File: config.mk
export PLATFORM = sky130hd
export DESIGN_NAME = boost_startup_fault_sequencer
export DESIGN_NICKNAME = d
export VERILOG_FILES = /design/src/logic/stage_timer.v /design/src/logic/boost_startup_fault_sequencer.v
export VERILOG_INCLUDE_DIRS = /design/src /design/src/logic
export SDC_FILE = /design/constraint.sdc
export NUM_CORES = 1
export LEC_CHECK = 0
export BUFFER_PORTS_ARGS = -buffer_cell sky130_fd_sc_hd__buf_2
export CAP_MARGIN = 20
export CORE_ASPECT_RATIO = 0.6
export CORE_MARGIN = 2
export CORE_UTILIZATION = 49
export CTS_CLUSTER_SIZE = 12
export DETAILED_ROUTE_END_ITERATION = 7
export HOLD_SLACK_MARGIN = 0.02
export PLACE_DENSITY = 0.7
export SYNTH_ARGS = -nofsm -noshare
export SYNTH_HDL_FRONTEND = slang
export SYNTH_SLANG_ARGS = --single-unit
File: constraint.sdc
create_clock -name clock -period 2.3 [get_ports clock]
set_input_delay 0.23 -clock clock [delete_from_list [all_inputs] [get_ports clock]]
set_output_delay 0.23 -clock clock [all_outputs]
set_load 0.1 [all_outputs]
File: src/logic/boost_seq_defs.vh
/*
 constants for the step-up converter start-up and protection sequencer:
 state codes, timing figures and their cycle counts at the 25 MHz clock.
 assumes it is included by its bare name from the design files.
*/
// Notes on behaviour
// (RULE_01) inrush: source, comparator, timer all on
// (RULE_02) inrush timer expiry goes to fault
// (RULE_03) output near input advances to soft-start
// (RULE_04) soft-start ramps output, current limit on
// (RULE_05) overtemperature overrides all, cool-down enters fault
// (RULE_06) fault keeps output off for timeout
// (RULE_07) fault timeout retries from inrush stage
// (RULE_08) re-enable blocked until output discharged
// (RULE_09) pull-down on while waiting for discharge
// (RULE_10) enable low idles; rising edge starts inrush
// (RULE_11) timers count clock; terminal counts derived
`ifndef BOOST_SEQ_DEFS_VH
`define BOOST_SEQ_DEFS_VH

`define CLK_HZ            25000000
`define INRUSH_TIME_US    1000
`define FAULT_TIME_US     20000
`define DISCHARGE_TIME_US 3000
`define INRUSH_CYCLES     ((`CLK_HZ / 1000000) * `INRUSH_TIME_US)
`define FAULT_CYCLES      ((`CLK_HZ / 1000000) * `FAULT_TIME_US)
`define DISCHARGE_CYCLES  ((`CLK_HZ / 1000000) * `DISCHARGE_TIME_US)

`define TIMER_W           20

`define ST_IDLE           3'h0
`define ST_INRUSH         3'h1
`define ST_SOFTSTART      3'h2
`define ST_RUN            3'h3
`define ST_FAULT          3'h4
`define ST_THERMAL        3'h5
`define ST_DISCHARGE      3'h6

`endif

File: src/logic/stage_timer.v
/*
 down-counting stage timer: load a terminal count, count each clock,
 flag expiry. assumes one clock and a synchronous active-low reset.
*/
`timescale 1ns/1ns
`include "boost_seq_defs.vh"
module stage_timer #(
   parameter W = `TIMER_W
) (
   input  wire         clock,
   input  wire         rstn,
   input  wire         load,
   input  wire [W-1:0] load_value,
   input  wire         run,
   output wire         expired
);
   reg [W-1:0] count;

   always @(posedge clock) begin
      if (!rstn) begin
         count <= {W{1'b0}};
      end else if (load) begin
         count <= load_value;
      end else if (run && count != {W{1'b0}}) begin
         count <= count - {{(W-1){1'b0}}, 1'b1}; // RULE_11
      end
   end

   // kept free of load: the reload is itself decided from expired
   assign expired = run && (count == {W{1'b0}});
endmodule

File: src/logic/boost_startup_fault_sequencer.v
/*
 start-up and protection state machine of a step-up converter.
 holds the inrush / soft-start sequence, timed fault with restart,
 thermal shutdown and the discharge lock-out before re-enable.
 assumes comparator and thermal flags are already synchronous to clock.
*/
`timescale 1ns/1ns
`include "boost_seq_defs.vh"
module boost_startup_fault_sequencer #(
   parameter INRUSH_CYCLES = `INRUSH_CYCLES,
   parameter FAULT_CYCLES  = `FAULT_CYCLES
) (
   input  wire       clock,
   input  wire       rstn,
   input  wire       enable,
   input  wire       out_near_in,
   input  wire       out_at_target,
   input  wire       over_temp,
   input  wire       cooled_down,
   output reg        current_source_on,
   output reg        compare_on,
   output reg        current_limit_on,
   output reg        ramp_on,
   output reg        pull_down_on,
   output reg        output_enable,
   output reg  [2:0] state_out
);
   reg  [2:0]          state;
   reg  [2:0]          next_state;
   reg                 enable_prev;
   reg                 has_run;
   reg                 next_has_run;
   reg                 timer_load;
   reg  [`TIMER_W-1:0] timer_value;
   wire                timer_run;
   wire                timer_expired;
   wire                enable_rise;
   wire [5:0]          controls;

   // state codes, shared with the state_out port
   localparam [2:0] IDLE      = `ST_IDLE;
   localparam [2:0] INRUSH    = `ST_INRUSH;
   localparam [2:0] SOFTSTART = `ST_SOFTSTART;
   localparam [2:0] RUN       = `ST_RUN;
   localparam [2:0] FAULT     = `ST_FAULT;
   localparam [2:0] THERMAL   = `ST_THERMAL;
   localparam [2:0] DISCHARGE = `ST_DISCHARGE;

   // a disable lands in the lock-out only once soft-start was reached
   function [2:0] off_state;
      input ran;
      begin
         off_state = ran ? DISCHARGE : IDLE; // RULE_08
      end
   endfunction

   // stages that run on the shared timer
   function timed_state;
      input [2:0] st;
      begin
         timed_state = (st == INRUSH) || (st == FAULT);
      end
   endfunction

   // terminal count for a timed stage; the fault hold is the long one
   function [`TIMER_W-1:0] stage_count;
      input [2:0] st;
      begin
         if (st == FAULT) begin
            stage_count = FAULT_CYCLES[`TIMER_W-1:0]; // RULE_06
         end else begin
            stage_count = INRUSH_CYCLES[`TIMER_W-1:0]; // RULE_02
         end
      end
   endfunction

   // power stage controls: source, compare, limit, ramp, pull-down, output
   function [5:0] stage_controls;
      input [2:0] st;
      begin
         case (st)
            INRUSH:    stage_controls = 6'h30; // RULE_01
            SOFTSTART: stage_controls = 6'h0d; // RULE_04
            RUN:       stage_controls = 6'h01;
            DISCHARGE: stage_controls = 6'h12; // RULE_09
            default:   stage_controls = 6'h00; // RULE_06
         endcase
      end
   endfunction

   // a level held high after a discharge does not restart
   assign enable_rise = enable && !enable_prev;
   assign timer_run   = timed_state(state); // RULE_11
   assign controls    = stage_controls(next_state);

   stage_timer #(
      .W (`TIMER_W)
   ) i_stage_timer (
      .clock      (clock),
      .rstn       (rstn),
      .load       (timer_load),
      .load_value (timer_value),
      .run        (timer_run),
      .expired    (timer_expired)
   );

   // next state; thermal takes precedence over every other state
   always @* begin
      next_state = state;
      if (over_temp && state != THERMAL) begin
         next_state = THERMAL; // RULE_05
      end else begin
         case (state)
            IDLE: begin
               if (enable_rise && !has_run) begin
                  next_state = INRUSH; // RULE_10
               end
            end
            INRUSH: begin
               if (!enable) begin
                  next_state = off_state(has_run);
               end else if (out_near_in) begin
                  next_state = SOFTSTART; // RULE_03
               end else if (timer_expired) begin
                  next_state = FAULT; // RULE_02
               end
            end
            SOFTSTART: begin
               if (!enable) begin
                  next_state = DISCHARGE; // RULE_08
               end else if (out_at_target) begin
                  next_state = RUN; // RULE_04
               end
            end
            RUN: begin
               if (!enable) begin
                  next_state = DISCHARGE; // RULE_08
               end
            end
            FAULT: begin
               if (timer_expired) begin
                  if (enable) begin
                     next_state = INRUSH; // RULE_07
                  end else begin
                     next_state = off_state(has_run);
                  end
               end
            end
            THERMAL: begin
               if (cooled_down && !over_temp) begin
                  next_state = FAULT; // RULE_05
               end
            end
            DISCHARGE: begin
               // enable is ignored here until the output has dropped out of near-input
               if (!out_near_in) begin
                  next_state = IDLE; // RULE_08
               end
            end
            default: begin
               next_state = IDLE;
            end
         endcase
      end
   end

   // reload on every entry into a timed stage, from whichever state
   always @* begin
      timer_load  = 1'b0;
      timer_value = stage_count(next_state); // RULE_11
      if (timed_state(next_state) && next_state != state) begin
         timer_load = 1'b1; // RULE_01
      end
   end

   // a level already high at reset release counts as a rise
   always @(posedge clock) begin
      if (!rstn) begin
         enable_prev <= 1'b0;
      end else begin
         enable_prev <= enable;
      end
   end

   // lock-out memory: set in soft-start, cleared once discharged
   always @* begin
      next_has_run = has_run;
      if (state == SOFTSTART) begin
         next_has_run = 1'b1; // RULE_08
      end else if (state == DISCHARGE && next_state == IDLE) begin
         next_has_run = 1'b0; // RULE_08
      end
   end

   always @(posedge clock) begin
      if (!rstn) begin
         state   <= `ST_IDLE;
         has_run <= 1'b0;
      end else begin
         state   <= next_state;
         has_run <= next_has_run;
      end
   end

   // outputs registered from the next state, so they line up with state
   always @(posedge clock) begin
      if (!rstn) begin
         current_source_on <= 1'b0;
         compare_on        <= 1'b0;
         current_limit_on  <= 1'b0;
         ramp_on           <= 1'b0;
         pull_down_on      <= 1'b0;
         output_enable     <= 1'b0;
         state_out         <= `ST_IDLE;
      end else begin
         current_source_on <= controls[5]; // RULE_01
         compare_on        <= controls[4]; // RULE_01
         current_limit_on  <= controls[3]; // RULE_04
         ramp_on           <= controls[2]; // RULE_04
         pull_down_on      <= controls[1]; // RULE_09
         // fault, thermal and idle all keep the output switched off
         output_enable     <= controls[0]; // RULE_06
         state_out         <= next_state;
      end
   end
endmodule

# After elaboration in Yosys (flattened, before gate mapping)
# Index checks and enable logic that the tools add are counted.
[op_classes]
n_addsub = 1
n_eq_ne = 13
n_mux = 21
n_reduce_logical = 19
[ops]
columns = ["cell", "count"]
rows = [
  ["$mux 20", 2],
  ["$mux 3", 13],
  ["$pmux 6 s4", 1],
  ["$pmux 3 s7", 1],
  ["$logic_not 20->1", 1],
  ["$reduce_bool 20->1", 1],
  ["$sub 20x1->20 const B", 1],
  ["$mux 19", 1],
  ["$eq 3x3->1 const B", 5],
  ["$eq 3x2->1 const B", 4],
  ["$logic_and 1x1->1", 8],
  ["$eq 3x1->1 const B", 2],
  ["$logic_not 3->1", 2],
  ["$reduce_bool 2->1", 2],
  ["$logic_not 1->1", 3],
  ["$mux 1", 3],
  ["$ne 3x3->1", 1],
  ["$ne 3x3->1 const B", 1],
  ["$logic_or 1x1->1", 2],
]
[word_totals]
reg_bits = 31
in_bits = 7
wordCells = 64
out_inout_bits = 9

# Depth between registers and ports, before layout
[logic_depth]
word_depth = 13
ltp_mapped = 11
mapped_depth_nobuf = 10

# By module
# Synthesis repeated with hierarchy kept, for this count alone.
[hier_totals]
hier_cells = 234
hier_area_um2 = 1924.3
[modules_own_cells]
columns = ["module", "cells_per_inst", "area_each_um2", "n_inst", "seq_area_each_um2"]
rows = [
  ["stage_timer", 148, 1233.7, 1, 400.4],
  ["boost_startup_fault_sequencer", 86, 690.7, 1, 200.2],
]

# Worst setup path after synthesis
# OpenSTA, ideal clock, no wires.
[synth_path]
path_kind = "register to register"
startpoint = "register state_out[1] (netlist name)"
endpoint = "register i_stage_timer.count[7]"
setup_time_ns = 0.117
stages_incl_launch_ff = 11
t_arrival_ns = 2.923
path_buffers = 2
required_ns = 2.183
synth_period_minus_slack_ns = 3.040
slack_ns = -0.740
cell_sequence = "dfxtp_1 > clkbuf_1 > nand2b_1 > nor3_1 > or4_4 > a21oi_2 > xnor2_1 > nand4_2 > buf_6 > o311a_1 > o22a_1"
[synth_lines]
columns = ["item", "line", "rtl"]
rows = [
  ["end signal, assigned", "stage_timer.v:21", "count <= {W{1'b0}};"],
  ["end signal, assigned", "stage_timer.v:23", "count <= load_value;"],
  ["end signal, assigned", "stage_timer.v:25", "count <= count - {{(W-1){1'b0}}, 1'b1};"],
  ["end, declared", "stage_timer.v:17", "reg [W-1:0] count;"],
]

# Worst setup path in the final report
[layout_path]
startpoint = "register i_stage_timer.count[0]"
endpoint = "register i_stage_timer.count[14]"
[layout_between]
elab_chain_len = 12
elab_cells_between_ends = 21
classes_between = "add/sub: 1; eq/ne: 3; mux: 10; reduce/logical: 7"
[layout_lines]
columns = ["item", "line", "rtl"]
rows = [
  ["$logic_not 20->1", "stage_timer.v:30", "assign expired = run && (count == {W{1'b0}});"],
  ["$logic_and 1x1->1", "stage_timer.v:30", ""],
  ["$mux 3", "boost_startup_fault_sequencer.v:124", "end else if (timer_expired) begin"],
  ["$mux 3", "boost_startup_fault_sequencer.v:122", "end else if (out_near_in) begin"],
  ["$mux 3", "boost_startup_fault_sequencer.v:120", "if (!enable) begin"],
  ["$pmux 3 s7", "boost_startup_fault_sequencer.v:113", "case (state)"],
  ["$mux 3", "boost_startup_fault_sequencer.v:110", "if (over_temp && state != THERMAL) begin"],
  ["$eq 3x1->1 / $eq 3x3->1 (equally long branches)", "boost_startup_fault_sequencer.v:61, boost_startup_fault_sequencer.v:69", ""],
  ["$logic_or 1x1->1", "boost_startup_fault_sequencer.v:61", "timed_state = (st == INRUSH) || (st == FAULT);"],
  ["$logic_and 1x1->1", "boost_startup_fault_sequencer.v:171", "if (timed_state(next_state) && next_state != state) begin"],
  ["$mux 1", "boost_startup_fault_sequencer.v:171", ""],
  ["$mux 20 / $reduce_bool 2->1 (equally long branches)", "--", ""],
]
# Several ways; a longest one is shown, not always the timed one. The select of a mux whose other input is x is not followed.
# A chain may end at the register's enable or synchronous reset.

==> summary.md <==
| Metric | Value |
|---|---|
| Longest Clk Path Bufs | 2 |
| Antenna cell count | 0 |
| Max-cap violations | 0 |
| Min Tclk post-route | 2.45 ns |
| Routed WL | 5.19 mm |
| Dpl cells | 321 |
| VDD IR-drop max | 1.01 mV |
| Worst Path Required | 2.50 ns |
| Clock latency on the worst-skew pair | 0.28 ns |
| Detailed Route Iter0 Violations | 221 |
| Pins over their slew limit | 0 |
| Failing checks | negative setup slack |
| Routed length per instance | 15.6 µm |
| HP Class | input port to register |
| Power per Cell Area | 1510 nW/µm² |
| Final Hold Vio Count | 0 |
| First-pass GRT wire length | 8.51 mm |
| FMAX | 0.408 GHz |
| Seq/Total Area, Yosys | 0.338 |
| Post-synth ARST share | 0 |
| Fraction of layout cells with a size suffix above 1 | 0.419 |
| CTS Sinks | 30 |
| Drt drc | 0 |
| Max_slew headroom | 0.677 |
| Worst setup margin | -0.153 ns |
| Crit end category | register |
| Area leader, netlist | dfxtp_1 |
| Share of the synthesized area in the top cell type | 0.338 |
| IO buf count | 15 |
| Main flop type after synthesis | dfxtp_1 |
| Area grow syn2layout | 42.8% |
| Skew final | 0.00446 ns |
| Vias in the first global route | 1732 |
| Status | finished, violations left |
| DR vias | 1910 |
| CP Class | register to register |
| Arr. time, crit path | 2.65 ns |
| Yosys warning total | 0 |
| Synthesized net count | 226 |
| # H-tree levels | 2 |
| Drt first pass iters | 5 |
| LEAKAGE | 1.10 nW |
| Post-route insts no fill | 334 |
| Least-Margin Pin Slew | 0.488 ns |
| Post-synth EDFFs | 0 |
| Root Buffer | clkbuf_8 |
| Final ANT Viol Nets | 0 |
| Die Span Y | 50.7 µm |
| RSZ-0062 raised after global routing | yes |
| HPWL Detailed | 3.81 mm |
| Flops & latches, synth | 30 |
| Synth Instances | 217 |
| Total GRT Usage | 0.274 |
| TritonCTS clock tree | built |
| Vias per inst | 5.72 |
| Clock slew at reported path FFs | 0.06 ns |
| Commonest cells post-synth | dfxtp_1 (30), nor2_1 (30), nand2_1 (17), nor3_1 (14), xnor2_1 (10) |
| Worst-path maximum fanout | 6 |
| DIE WIDTH | 81.8 µm |
| # nets final | 297 |
| Initial antenna violation count | 0 |
| Pin count of the biggest net entering global routing | 11 |
| Number of I/O pins | 16 |
| Syn Area/Cell | 8.20 µm² |
| Startpoint class of the critical path | register |
| Crit share post-route | 1.07 |
| Overflow after GRT | 0 |
| Final setup fails | 21 |
| Pre-CTS setup slack | -0.304 ns |
| DIE AREA | 4140 µm² |
| Cts bufs inserted | 5 |
| Core ar. | 3360 µm² |
| Post-synthesis cell area | 1780 µm² |
| Initial Util | 0.529 |
| Row count | 16 |
| GP Congestion | 0.857 |
| Netlist cell types | 55 |
| Synth top area cells | dfxtp_1 (34%), nor2_1 (6.3%), xnor2_1 (4.9%) |
-- placed cells by master, fill, tap and decap left out, types with 3 or more instances in the layout --
cell type / count
a211o_1: 3
a211oi_1: 3
a211oi_2: 3
a21oi_1: 9
and2_1: 3
buf_2: 15
buf_4: 57
clkbuf_8: 5
dfxtp_1: 23
dfxtp_2: 4
dfxtp_4: 3
inv_1: 8
nand2_1: 17
nand3_1: 6
nor2_1: 27
nor2_2: 3
nor2b_1: 6
nor3_1: 10
nor3_2: 4
nor3b_1: 3
nor4_1: 3
o21ai_0: 5
o22a_1: 3
xnor2_1: 9
xor2_1: 3
-- layout make-up --
type	instances	area, µm²
Clock inverter	3	40.0
Timing Repair Buffer	73	514
Tap cell	45	56.3
Fill cell	243	822
Sequential cell	30	617
Inverter	8	30.0
Clock buffer	5	68.8
Multi-Input combinational cell	170	1210
-- sequential cells by signal, summed over array words and instances, names as in the netlist --
register,flops
has_run,1
current_source_on,1
i_stage_timer.count,20
pull_down_on,1
output_enable,1
current_limit_on,1
compare_on,1
state_out,3
enable_prev,1
-- cells by family after synthesis --
group / share of synthesized area
xor+xnor: 0.0640
flops: 0.338
fa+ha+maj: 0.0141
compound gates: 0.202
simple gates: 0.322
buf+inv: 0.0492
mux: 0.0113
-- critical path, stage by stage, from the launching register on --
cell,delay [ns]
dfxtp_1,0.31
inv_1,0.08
ha_1,0.16
nor2b_4,0.18
nand3_2,0.10
or4_4,0.59
a21oi_4,0.21
xnor2_4,0.16
nand4_4,0.17
a21o_1,0.21
a221oi_2,0.20
-- stage by stage --
| step | hold WS, ns | utilization | setup TNS, ns | area (µm²) | power [mW] |
|---|---|---|---|---|---|
| floorplan | 0.352 | - | -1.03 | 1840 | 2.20 |
| finish | 0.251 | 0.756 | -2.25 | 2540 | 3.83 |
| detailed placement | 0.521 | 0.682 | -5.11 | 2290 | 3.02 |
| global placement | 0.504 | 0.682 | -3.63 | 2290 | 2.98 |
| CTS | 0.248 | 0.741 | -1.06 | 2490 | 3.68 |
| global route | 0.253 | 0.756 | -4.17 | 2540 | 4.08 |
-- layer usage --
| metal | part of all wire | vias to the layer above | global-route usage |
|---|---|---|---|
| met4 | 0.0075 | 0 | 0.0528 |
| met2 | 0.40 | 99 | 0.371 |
| li1 | - | 931 | - |
| met3 | 0.091 | 7 | 0.0665 |
| met5 | 0 | - | 0 |
| met1 | 0.50 | 873 | 0.432 |
-- repair_timing --
action | CTS | global route
setup endpoints to repair | 21 | 23
gates resized for setup | 11 | 9
buffers inserted | 3 | 1
gates cloned | 1 | 0
pin swaps | 8 | 4
hold buffers | 0 | 0
endpoints found under the hold margin | 0 | 0
-- path summary, 6_finish.rpt --
path	from	to	slack, ns	cells past startpoint
max	i_stage_timer.count[0]	i_stage_timer.count[14]	-0.15	10
min	enable	enable_prev	0.25	2
max reg2reg	i_stage_timer.count[0]	i_stage_timer.count[14]	-0.15	10
min reg2reg	i_stage_timer.count[19]	i_stage_timer.count[19]	0.57	2
-- power breakdown --
| part | total (mW) | switching [mW] | internal, mW |
|---|---|---|---|
| clock network | 0.518 | 0.199 | 0.318 |
| logic | 2.50 | 1.32 | 1.18 |
| registers | 0.812 | 0.128 | 0.684 |
| total | 3.83 | 1.65 | 2.19 |
No activity file was read; power rests on OpenSTA's default activity.
